**src/asl_pkg.sv**
```systemverilog
// Purpose: shared constants of the acquisition sync loop
// Assumes: 16-bit register port, byte offsets
// Notes:   writable register reset values are zero; status resets with done set
package asl_pkg;
  // ==========================================
  // register offsets
  localparam logic [7:0] STATUS_OFS  = 8'h04;
  localparam logic [7:0] SETUP_OFS   = 8'h06;
  localparam logic [7:0] OFFSET_OFS  = 8'h08;
  localparam logic [7:0] LOOP_OFS    = 8'h0a;
  localparam logic [7:0] FORMAT_OFS  = 8'h0c;
  localparam logic [7:0] PRETRIG_OFS = 8'h0e;
  localparam logic [7:0] BLOCK_OFS   = 8'h10;
  // ==========================================
  // field positions
  localparam int PULL_BIT   = 2;
  localparam int DIS_BIT    = 3;
  localparam int COUPLE_BIT = 4;
  localparam int FILT_BIT   = 5;
  localparam int FLOAT_BIT  = 6;
  localparam int INSEL_BIT  = 7;
  localparam int BLKM_BIT   = 0;
  localparam int ARMED_BIT  = 10;
  localparam int DONE_BIT   = 11;
  localparam logic [15:0] REG_RST = 16'h0000;
  // ==========================================
  // loop commands
  localparam logic [1:0] OPC_DSPRST = 2'h0;
  localparam logic [1:0] OPC_LOAD   = 2'h1;
  localparam logic [1:0] OPC_RUN    = 2'h2;
  localparam logic [1:0] OPC_GO     = 2'h3;
  // sample scale 0.4334 in signed q16
  localparam logic signed [16:0] SCALE_Q16 = 17'sh06ef4;
  localparam int FIFO_W = 16;
  localparam int FIFO_D = 16;
  // loop states in status code order
  typedef enum logic [1:0] {ST_IDLE, ST_ARM, ST_MEAS, ST_TRIG} asl_state_t;
endpackage : asl_pkg

```
**src/asl_fifo.sv**
```systemverilog
// Purpose: sample buffer with valid/ready on both sides
// Assumes: DEPTH is a power of two
// Notes:   push and pop may share a cycle
`timescale 1ns/1ns
module asl_fifo #(
  parameter int WIDTH = 16,
  parameter int DEPTH = 16
) (
  input  wire logic                   clk,
  input  wire logic                   resetn,
  input  wire logic                   flush,
  input  wire logic [WIDTH-1:0]       inData,
  input  wire logic                   inValid,
  output logic                        inReady,
  output logic [WIDTH-1:0]            outData,
  output logic                        outValid,
  input  wire logic                   outReady,
  output logic [$clog2(DEPTH):0]      count
);
  localparam int AW = $clog2(DEPTH);
  logic [WIDTH-1:0] mem [DEPTH];     // storage
  logic [AW-1:0]    wrPtr_r;         // write index
  logic [AW-1:0]    rdPtr_r;         // read index
  logic [AW:0]      cnt_r;           // fill level
  logic             push;            // accepted write
  logic             pop;             // accepted read
  assign inReady  = (cnt_r != DEPTH[AW:0]) || outReady;
  assign outValid = (cnt_r != '0);
  assign outData  = mem[rdPtr_r];
  assign count    = cnt_r;
  assign push     = inValid && inReady;
  assign pop      = outValid && outReady;
  // storage write, no reset needed
  always_ff @(posedge clk) begin
    if (push) begin
      mem[wrPtr_r] <= inData;
    end
  end
  // pointers and level
  always_ff @(posedge clk or negedge resetn) begin
    if (!resetn) begin
      wrPtr_r <= '0;
      rdPtr_r <= '0;
      cnt_r   <= '0;
    end else if (flush) begin
      wrPtr_r <= '0;
      rdPtr_r <= '0;
      cnt_r   <= '0;
    end else begin
      wrPtr_r <= wrPtr_r + AW'(push);
      rdPtr_r <= rdPtr_r + AW'(pop);
      cnt_r   <= cnt_r + (AW+1)'(push) - (AW+1)'(pop);
    end
  end
endmodule : asl_fifo

```
**src/asl_sync_loop.sv**
```systemverilog
// Purpose: front-end setup and SYNC driven measurement loop
// Assumes: adcValid is a one-cycle sample strobe on clk
// Notes:   SYNC is wired-AND; syncOeN low pulls it low
`timescale 1ns/1ns
module asl_sync_loop (
  input  wire logic        clk,
  input  wire logic        resetn,
  input  wire logic        wrEn,
  input  wire logic [7:0]  wrAddr,
  input  wire logic [15:0] wrData,
  input  wire logic        rdEn,
  input  wire logic [7:0]  rdAddr,
  output logic [15:0]      rdData,
  input  wire logic [15:0] adcData,
  input  wire logic        adcValid,
  input  wire logic        syncIn,
  output logic             syncOut,
  output logic             syncOeN,
  output logic             gainInv,
  output logic             att24,
  output logic             att12,
  output logic             att6,
  output logic             couplingSelect,
  output logic             filterBypass,
  output logic             shieldGround,
  output logic             inputConnector,
  output logic [11:0]      offsetCode,
  output logic [15:0]      mixData,
  output logic             mixValid,
  output logic             dspReset,
  output logic             dspLoad,
  output logic [15:0]      outData,
  output logic             outValid,
  input  wire logic        outReady,
  output logic [1:0]       loopState,
  output logic             armed,
  output logic             measDone
);
  import asl_pkg::*;

  // ==========================================
  // registers
  logic [15:0] setup_r;           // front-end setup
  logic [15:0] offset_r;          // offset code
  logic [1:0]  opc_r;             // loop command
  logic        pull_r;            // software pull
  logic        dis_r;             // converter disable
  logic        blkMode_r;         // block mode
  logic [3:0]  pretrig_r;         // pre-trigger depth
  logic [15:0] blockLen_r;        // post-trigger length
  asl_state_t  st_r;              // loop state
  logic        sync1_r;           // synchroniser stage 1
  logic        sync2_r;           // synchroniser stage 2
  logic        syncD_r;           // delayed copy
  logic        fallPend_r;        // falling edge waiting
  logic        risePend_r;        // rising edge waiting
  logic        flush_r;           // fifo flush pulse
  logic        collect_r;         // measure collecting
  logic [15:0] postCnt_r;         // measure sample count
  logic signed [32:0] prod;       // scaler product
  logic [15:0] scaled;            // scaled sample
  logic        fall;              // falling sync edge
  logic        rise;              // rising sync edge
  logic        preMet;            // pre-trigger filled
  logic        sampleWr;          // sample enters fifo
  logic        fifoInRdy;         // fifo accepts
  logic        fifoOutVld;        // fifo holds data
  logic        fifoPop;           // fifo read strobe
  logic        discard;           // drop oldest sample
  logic        portEn;            // port may drain
  logic        stopNow;           // collection ends
  logic        blockEnd;          // block length reached
  logic        holdLow;           // internal sync hold
  logic [4:0]  fifoCnt;           // fifo level

  // ==========================================
  // register writes
  always_ff @(posedge clk or negedge resetn) begin
    if (!resetn) begin
      setup_r    <= REG_RST;
      offset_r   <= REG_RST;
      opc_r      <= REG_RST[1:0];
      pull_r     <= 1'b0;
      dis_r      <= 1'b0;
      blkMode_r  <= 1'b0;
      pretrig_r  <= REG_RST[3:0];
      blockLen_r <= REG_RST;
    end else if (wrEn) begin
      // address decode of writes
      if (wrAddr == SETUP_OFS) begin
        setup_r <= {8'h00, wrData[7:0]};
      end else if (wrAddr == OFFSET_OFS) begin
        offset_r <= {4'h0, wrData[11:0]};
      end else if (wrAddr == LOOP_OFS) begin
        opc_r  <= wrData[1:0];
        pull_r <= wrData[PULL_BIT];
        dis_r  <= wrData[DIS_BIT];
      end else if (wrAddr == FORMAT_OFS) begin
        blkMode_r <= wrData[BLKM_BIT];
      end else if (wrAddr == PRETRIG_OFS) begin
        pretrig_r <= wrData[3:0];
      end else if (wrAddr == BLOCK_OFS) begin
        blockLen_r <= wrData;
      end
    end else if (opc_r == OPC_GO) begin
      // loop forced idle this cycle, run next
      opc_r <= OPC_RUN;
    end
  end

  // ==========================================
  // register reads, registered answer
  always_ff @(posedge clk or negedge resetn) begin
    if (!resetn) begin
      rdData <= REG_RST;
    end else if (rdEn) begin
      if (rdAddr == STATUS_OFS) begin
        rdData <= {4'h0, measDone, armed, 8'h00, st_r};
      end else if (rdAddr == SETUP_OFS) begin
        rdData <= setup_r;
      end else if (rdAddr == OFFSET_OFS) begin
        rdData <= offset_r;
      end else begin
        // write-only or unmapped reads as zero
        rdData <= REG_RST;
      end
    end
  end

  // ==========================================
  // front-end drive, one stage per range bit
  always_ff @(posedge clk or negedge resetn) begin
    if (!resetn) begin
      gainInv        <= 1'b0;
      att24          <= 1'b0;
      att12          <= 1'b0;
      att6           <= 1'b0;
      couplingSelect <= 1'b0;
      filterBypass   <= 1'b0;
      shieldGround   <= 1'b0;
      inputConnector <= 1'b0;
      offsetCode     <= 12'h000;
    end else begin
      gainInv        <= setup_r[3];
      att24          <= setup_r[2];
      att12          <= setup_r[1];
      att6           <= setup_r[0];
      couplingSelect <= setup_r[COUPLE_BIT];
      filterBypass   <= setup_r[FILT_BIT];
      shieldGround   <= setup_r[FLOAT_BIT];
      inputConnector <= setup_r[INSEL_BIT];
      offsetCode     <= offset_r[11:0];
    end
  end

  // ==========================================
  // sample scaler, floor of q16 product
  assign prod   = $signed(adcData) * SCALE_Q16;
  assign scaled = prod[31:16];

  // mixer feed, blocked while disabled
  always_ff @(posedge clk or negedge resetn) begin
    if (!resetn) begin
      mixData  <= 16'h0000;
      mixValid <= 1'b0;
    end else begin
      mixData  <= scaled;
      mixValid <= adcValid && !dis_r;
    end
  end

  // ==========================================
  // sync input: two flops then edge detect
  always_ff @(posedge clk or negedge resetn) begin
    if (!resetn) begin
      sync1_r <= 1'b1;
      sync2_r <= 1'b1;
      syncD_r <= 1'b1;
    end else begin
      sync1_r <= syncIn;
      sync2_r <= sync1_r;
      syncD_r <= sync2_r;
    end
  end
  assign fall = syncD_r && !sync2_r;
  assign rise = !syncD_r && sync2_r;

  // edges wait for the next sample strobe; a new edge wins
  always_ff @(posedge clk or negedge resetn) begin
    if (!resetn) begin
      fallPend_r <= 1'b0;
      risePend_r <= 1'b0;
    end else begin
      fallPend_r <= fall || (fallPend_r && !adcValid);
      risePend_r <= rise || (risePend_r && !adcValid);
    end
  end

  // ==========================================
  // dsp strobes in the idle commands
  always_ff @(posedge clk or negedge resetn) begin
    if (!resetn) begin
      dspReset <= 1'b0;
      dspLoad  <= 1'b0;
    end else begin
      dspReset <= adcValid && fallPend_r && (opc_r == OPC_DSPRST);
      dspLoad  <= adcValid && fallPend_r && (opc_r == OPC_LOAD);
    end
  end

  // ==========================================
  // measurement loop
  always_ff @(posedge clk or negedge resetn) begin
    if (!resetn) begin
      st_r <= ST_IDLE;
    end else if (opc_r != OPC_RUN) begin
      // any other command holds idle
      st_r <= ST_IDLE;
    end else if (adcValid) begin
      case (st_r)
        ST_IDLE: begin
          if (fallPend_r) begin
            st_r <= ST_ARM;
          end
        end
        ST_ARM: begin
          if (risePend_r) begin
            st_r <= ST_TRIG;
          end
        end
        ST_TRIG: begin
          if (fallPend_r) begin
            st_r <= ST_MEAS;
          end
        end
        ST_MEAS: begin
          if (risePend_r) begin
            st_r <= ST_IDLE;
          end
        end
        default: begin
          st_r <= ST_IDLE;
        end
      endcase
    end
  end

  // flush old data on entry to arm
  always_ff @(posedge clk or negedge resetn) begin
    if (!resetn) begin
      flush_r <= 1'b0;
    end else begin
      flush_r <= (opc_r == OPC_RUN) && adcValid
                 && (st_r == ST_IDLE) && fallPend_r;
    end
  end

  // ==========================================
  // fifo feed and drain
  // stale data still counted in the flush cycle must not release the line
  assign preMet   = !flush_r && (fifoCnt >= {1'b0, pretrig_r});
  // block mode: no post-trigger sample beyond the block length
  assign blockEnd = blkMode_r && (postCnt_r == blockLen_r);
  // no writes in idle or after collection ends
  assign sampleWr = adcValid && !flush_r && ((st_r == ST_ARM)
                    || (st_r == ST_TRIG)
                    || ((st_r == ST_MEAS) && collect_r && !blockEnd));
  // trim to the pre-trigger window, then drop the oldest per new sample
  assign discard  = (st_r == ST_TRIG) && fifoOutVld
                    && ((fifoCnt > {1'b0, pretrig_r}) || (sampleWr && preMet));
  // idle leftovers and measure data go to the port
  assign portEn   = (st_r == ST_IDLE) || (st_r == ST_MEAS);
  assign fifoPop  = discard || (portEn && outReady);
  assign outValid = portEn && fifoOutVld;
  // a full fifo that cannot take a sample is overflow
  assign stopNow  = collect_r && ((sampleWr && !fifoInRdy)
                    || blockEnd);

  asl_fifo #(
    .WIDTH (FIFO_W),
    .DEPTH (FIFO_D)
  ) u_fifo (
    .clk      (clk),
    .resetn   (resetn),
    .flush    (flush_r),
    .inData   (scaled),
    .inValid  (sampleWr),
    .inReady  (fifoInRdy),
    .outData  (outData),
    .outValid (fifoOutVld),
    .outReady (fifoPop),
    .count    (fifoCnt)
  );

  // collection window inside measure
  always_ff @(posedge clk or negedge resetn) begin
    if (!resetn) begin
      collect_r <= 1'b0;
      postCnt_r <= 16'h0000;
    end else if (st_r != ST_MEAS) begin
      // armed again each time measure is entered
      collect_r <= 1'b1;
      postCnt_r <= 16'h0000;
    end else if (stopNow) begin
      collect_r <= 1'b0;
    end else if (sampleWr) begin
      postCnt_r <= postCnt_r + 16'h0001;
    end
  end

  // ==========================================
  // sync drive: hold low while filling or collecting
  assign holdLow = ((st_r == ST_ARM) && !preMet)
                   || ((st_r == ST_MEAS) && collect_r);
  always_ff @(posedge clk or negedge resetn) begin
    if (!resetn) begin
      syncOut <= 1'b0;
      syncOeN <= 1'b1;
    end else begin
      syncOut <= 1'b0;
      syncOeN <= !(pull_r || holdLow);
    end
  end

  // ==========================================
  // status outputs
  always_ff @(posedge clk or negedge resetn) begin
    if (!resetn) begin
      loopState <= 2'h0;
      armed     <= 1'b0;
      measDone  <= 1'b1;
    end else begin
      loopState <= st_r;
      armed     <= (st_r == ST_TRIG)
                   || ((st_r == ST_ARM) && preMet);
      measDone  <= (st_r == ST_IDLE)
                   || ((st_r == ST_MEAS) && !collect_r);
    end
  end

endmodule : asl_sync_loop

```
**config.mk**
```make
export PLATFORM = sky130hd
export DESIGN_NAME = asl_sync_loop
export DESIGN_NICKNAME = d
export VERILOG_FILES = /design/src/asl_pkg.sv /design/src/asl_fifo.sv /design/src/asl_sync_loop.sv
export SDC_FILE = /design/constraint.sdc
export NUM_CORES = 1
export LEC_CHECK = 0
export BUFFER_PORTS_ARGS = -buffer_cell sky130_fd_sc_hd__buf_2
export CAP_MARGIN = 10
export CORE_ASPECT_RATIO = 0.6
export CORE_MARGIN = 10
export CORE_UTILIZATION = 50
export DETAILED_ROUTE_END_ITERATION = 10
export PLACE_DENSITY_LB_ADDON = 0.05
export SYNTH_ARGS = -nofsm -noshare
export SYNTH_HDL_FRONTEND = slang
export SYNTH_SLANG_ARGS = --single-unit
```
**constraint.sdc**
```tcl
create_clock -name clk -period 9.3 [get_ports clk]
set_input_delay 0.465 -clock clk [delete_from_list [all_inputs] [get_ports clk]]
set_output_delay 0.465 -clock clk [all_outputs]
set_load 0.01 [all_outputs]
```
==> run_results.csv, run 1 <==
group,metric,value,unit
worst_setup_path,cp-endpoint,"u_fifo.mem[10][14]",
synth,syn_area,20760,um^2
clocking,clkTransAtPathRegs,60,ps
sta,drv_slew,0,
routing,drt_iter0_markers,822,
clocking,numClockSinks,395,
synth,synth_top_area_share,37.03,%
flow_run,maxCapViolCount,0,
routing,postRouteWirelength,47510,um
sta,fmax,148.3,MHz
sta,finalClockSkew,23.95,ps
floorplanning,fp.dieH,177.8,um
sta,setup_violations,0,
worst_setup_path,reg2reg_depth,7,
clocking,htreeDepth,2,
synth,synth_edf_count,256,
layout,final_area,23470,um^2
floorplanning,rows,57,
grt,gr-total-overflow,0,
grt,first_global_vias,12230,
sta,tns,0,ps
worst_setup_path,rr_endpoint,"u_fifo.mem[0][13]",
floorplanning,dieArea,50340,um^2
synth,synth_common_cells,"edfxtp_1 (256), inv_1 (230), dfrtp_1 (134)",
clocking,cts_tree,"yes",
clocking,clk_latency,560,ps
layout,drive_gt1_share,23.35,%
floorplanning,design.core.area,40720,um^2
worst_setup_path,r2r_slack,5800,ps
clocking,numCtsBuffers,39,
worst_setup_path,start_kind,"input pin",
grt,grtUsageTotal,19.24,%
place,post_dp_cell_area,22200,um^2
floorplanning,die_x,283.1,um
synth,yosysMostFrequentCell,"edfxtp_1",
sta,finalHoldViolCount,0,
worst_setup_path,crit_type,"in2reg",
worst_setup_path,crit_start,"adcData[15]",
sta,worst_slew_pin_slew,1196,ps
synth,synthDistinctLibCells,68,
worst_setup_path,required,9490,ps
routing,drtAntennaViolNets,0,
synth,ys_top_cells_by_area,"edfxtp_1 (37%), dfrtp_1 (16%), fa_1 (11%), mux4_2 (8.7%), ha_1 (7.8%)",
place,hpwlAfterDp,33710,um
sta,holdWs,143.6,ps
worst_setup_path,reg2reg_from,"st_r[0]",
worst_setup_path,cp_max_fo,19,
synth,synth_seq_area_share,53.81,%
sta,rsz0062_at_grt,"false",
synth,yosysWarnings,0,
clocking,postCtsSetupRepairBufs,0,
routing,routedWlPerCell,22.09,um
routing,vias,11610,
routing,dr.pass1.iters,5,
floorplanning,io_pins,133,
place,io_buffers,127,
hold_path,hp-class,"in2reg",
layout,syn_to_final_growth,13.02,%
clocking,ctsRootBufferMaster,"clkbuf_16",
clocking,clk_path_buf_depth,3,
grt,grt_max_degree,72,
synth,async_flop_share,35.19,%
grt,grt_pass1_wl,74640,um
layout,fillers,3312,
place,gp_congestion,0.8278,
sta,finalCritPeriodShare,72.50,%
routing,vias_per_cell,5.396,
sta,max-slew-margin-rel,19.66,%
outcome,outcome,"complete, no violations",
grt,antenna_found_initial,4,
worst_setup_path,cp-end-kind,"flip-flop",
hold_path,min_path_cells,2,
worst_setup_path,crit_arrival,6930,ps
synth,yosysTopAreaCell,"edfxtp_1",
sta,fin_crit,6743,ps
routing,drcViolationCount,0,
synth,ys_ff_latch,395,
floorplanning,initial_core_util,50.98,%
synth,syn_inst,1392,
layout,fin_nets,1861,
synth,syn_avg_cell_area,14.91,um^2
synth,ys.flop_type,"edfxtp_1",
## metal layers
metal,track usage [%],up-vias,routed length [um]
li1,-,5259,-
met1,30.39,5947,23980
met2,27.23,349,19710
met3,3.384,51,3118
met4,4.042,0,696
met5,0,-,0
## per-stage QoR
stage          setup WS, ps  util, %  cells
3_5_place_dp           1686    54.52   2077
2_1_floorplan          3115        -   1396
5_1_grt                2047    57.62   2151
3_3_place_gp           1743    54.52   2077
4_1_cts                2216    57.57   2148
6_report               2557    57.62   2151
## kinds of logic (layout without fill, tap and decap cells)
group,count (synthesis),count (layout),share of synthesized area [%]
buffers and inverters,265,458,4.954
xor gates and xnor gates,59,59,2.489
and+or+nand+nor,187,187,4.894
muxes,127,127,11.21
DFF,395,395,53.81
other,1,7,0.01806
AOI/OAI and AO/OA,113,113,3.664
adders and majority gates,245,245,18.96
## worst min path at each step
stage / from / end / slack [ps]
2_1_floorplan: resetn / armed / 170
3_3_place_gp: sync2_r / syncD_r / 370
3_5_place_dp: sync2_r / syncD_r / 370
4_1_cts: wrData[14] / blockLen_r[14] / 120
5_1_grt: wrData[15] / blockLen_r[15] / 130
6_report: wrData[15] / blockLen_r[15] / 140
## cell usage in the layout, fill, tap and decap left out, types with 8 or more instances in the layout
master	n
inv_1	230
nand2_1	27
nor2b_1	11
edfxtp_1	256
xnor2_1	27
buf_4	30
clkbuf_16	39
a21o_1	9
ha_1	129
mux2_2	44
o21ai_0	14
clkbuf_1	12
mux4_2	80
fa_1	116
xor2_1	31
nor3_1	10
buf_2	126
nand2b_1	9
dfrtp_1	132
nor2_1	62
a22oi_1	8
nand3_1	13
a21oi_1	43
## registers in the layout, summed over array words and instances, names as in the netlist, 5 cells and up
register      count
postCnt_r        16
u_fifo.count      5
mixData          16
offsetCode       12
rdData           12
u_fifo.mem      256
blockLen_r       16
offset_r         12
setup_r           8
## area by class of cell
cell class	count	area [um^2]	area share, %
Timing Repair Buffer	159	887.1	3.781
Inverter	230	863.3	3.679
Sequential cell	395	11180	47.63
Antenna cell	2	5.005	0.02133
Clock inverter	16	172.7	0.7358
Tap cell	560	700.7	2.986
Clock buffer	53	1049	4.468
Multi-Input combinational cell	736	8611	36.70
## repair_timing
item,in CTS,in global routing
hold buffers,2,0
gates resized for setup,0,0
endpoints found under the hold margin,67,0
## critical path, stage by stage
cell and delay (ps):
buf_2 400, inv_1 510, fa_1 640, inv_1 40, ha_1 260, inv_1 50
fa_1 490, inv_1 50, fa_1 440, fa_1 510, inv_1 50, fa_1 470
inv_1 40, ha_1 340, and4_4 220, and3_2 200, a32o_1 210, o2111a_1 280
nor3_2 300, o21bai_1 120, xor2_1 820
Power of run 1 is not shown: default switching activity piles up to over one toggle a cycle in this logic, so the estimate is an artifact.
==> inputs of run 2 (changes only) <==
Clock period 9.3 ns to 5.4 ns, I/O delays scaled along.
==> run 2 against run 1 <==
Effect of this change: clock skew is 4.1 ps higher; critical path depth unchanged; register-to-register slack lost 3800 ps.
==> run_results.csv, run 2 (synthesis gave the netlist of run 1 again) <==
group,metric,value,unit
layout,fin_nets,1993,
worst_setup_path,cp_max_fo,8,
place,gp_congestion,0.8307,
layout,stdcell_count,2283,
clocking,clk_path_buf_depth,3,
routing,postRouteWirelength,47400,um
clocking,cts_tree,"yes",
sta,finalCritPeriodShare,98.36,%
worst_setup_path,crit_type,"in2reg",
floorplanning,initial_core_util,50.98,%
grt,grt_pass1_wl,74920,um
floorplanning,rows,57,
sta,worst_slew_pin_slew,1109,ps
layout,drive_gt1_share,31.22,%
layout,mostFrequentLayoutCell,"edfxtp_1",
routing,routedWlPerCell,20.76,um
place,hpwlAfterDp,33610,um
layout,syn_to_final_growth,20.88,%
layout,largest_reg_flops,256,
worst_setup_path,r2r_slack,1970,ps
clocking,clkTransAtPathRegs,60,ps
clocking,clk_latency,540,ps
hold_path,hp-class,"in2reg",
floorplanning,die_x,283.1,um
grt,antenna_found_initial,0,
layout,final_cell_mix,"edfxtp_1 (256), inv_1 (216), dfrtp_1 (132)",
sta,fmax,188.3,MHz
worst_setup_path,cp-end-kind,"flip-flop",
routing,drtAntennaViolNets,0,
layout,diodes,0,
grt,grtUsageTotal,19.14,%
routing,drcViolationCount,0,
routing,dr.pass1.iters,5,
place,dp.cells,2187,
sta,finalHoldViolCount,0,
sta,setup_violations,0,
grt,gr-total-overflow,0,
floorplanning,fp.dieH,177.8,um
routing,vias_per_cell,5.200,
flow_run,maxCapViolCount,0,
outcome,outcome,"complete, no violations",
layout,finish.utilization,61.62,%
clocking,ctsRootBufferMaster,"clkbuf_16",
sta,max-slew-margin-rel,26.05,%
clocking,numCtsBuffers,38,
grt,first_global_vias,12650,
layout,top_register,"u_fifo.mem",
worst_setup_path,start_kind,"input pin",
place,io_buffers,127,
sta,drv_slew,0,
worst_setup_path,required,5690,ps
floorplanning,dieArea,50340,um^2
grt,grt_max_degree,81,
sta,holdWs,43.20,ps
clocking,numClockSinks,395,
sta,fin_crit,5311,ps
clocking,htreeDepth,2,
sta,finalClockSkew,28.01,ps
floorplanning,design.core.area,40720,um^2
routing,vias,11870,
sta,rsz0062_at_grt,"true",
floorplanning,io_pins,133,
routing,drt_iter0_markers,922,
worst_setup_path,crit_arrival,5600,ps
[run 2: per-stage QoR]
step / setup WS, ps / area, um^2 / TNS (ps)
CTS: 8.315 / 24820 / 0
global placement: -829.8 / 23240 / -123930
finish: 88.59 / 25100 / 0
floorplan: -195.0 / 20890 / -7296
global route: -37.71 / 25100 / -519.0
detailed placement: -872.7 / 23240 / -131110
[run 2: layout make-up]
cell class | instances | area [um^2]
fill | 3178 | 15630
sequential | 395 | 11180
multi-input combinational | 737 | 8931
timing repair buffer | 291 | 2128
clock buffer | 52 | 1085
inverter | 230 | 875.8
tap | 560 | 700.7
clock inverter | 18 | 197.7
[run 2: per-layer routing]
metal / share of wire [%] / vias up / global-route usage (%) / routed length (um)
met5: 0 / - / 0 / 0
met4: 0.82 / 0 / 2.717 / 391
met3: 6.9 / 30 / 3.870 / 3259
met2: 43 / 326 / 28.12 / 20220
met1: 50 / 5989 / 29.53 / 23530
li1: - / 5527 / - / -
[run 2: worst paths after layout]
path	start	end	cells after the start
max	adcData[8]	u_fifo.mem[7][9]	21
min	wrData[5]	setup_r[5]	2
max in group asynchronous	resetn	u_fifo.rdPtr_r[0]	3
min in group asynchronous	resetn	rdData[4]	2
max reg2reg	st_r[0]	u_fifo.mem[5][5]	7
min reg2reg	sync1_r	sync2_r	0
[run 2: timing repair]
| action | 4_1_cts | 5_1_grt |
|---|---|---|
| endpoints found under the setup margin | 134 | 185 |
| buffers inserted | 4 | 6 |
| pin swaps | 5 | 16 |
| cloned | 1 | 2 |
| gates resized for setup | 10 | 41 |
| hold buffers | 14 | 0 |
| endpoints found under the hold margin | 96 | 0 |
[run 2: worst max-delay path, stage by stage]
cell	delay (ps)
buf_2	110
buf_4	150
ha_1	290
fa_1	500
fa_1	570
fa_1	430
fa_1	500
inv_2	40
fa_1	510
inv_2	60
ha_4	230
a2111oi_4	320
o21ai_1	140
or4_4	450
buf_6	140
nand4_4	60
nand3b_4	120
buf_6	150
a21oi_4	200
xnor2_4	170
clkbuf_16	200
Power of run 2 is left out for the same reason.
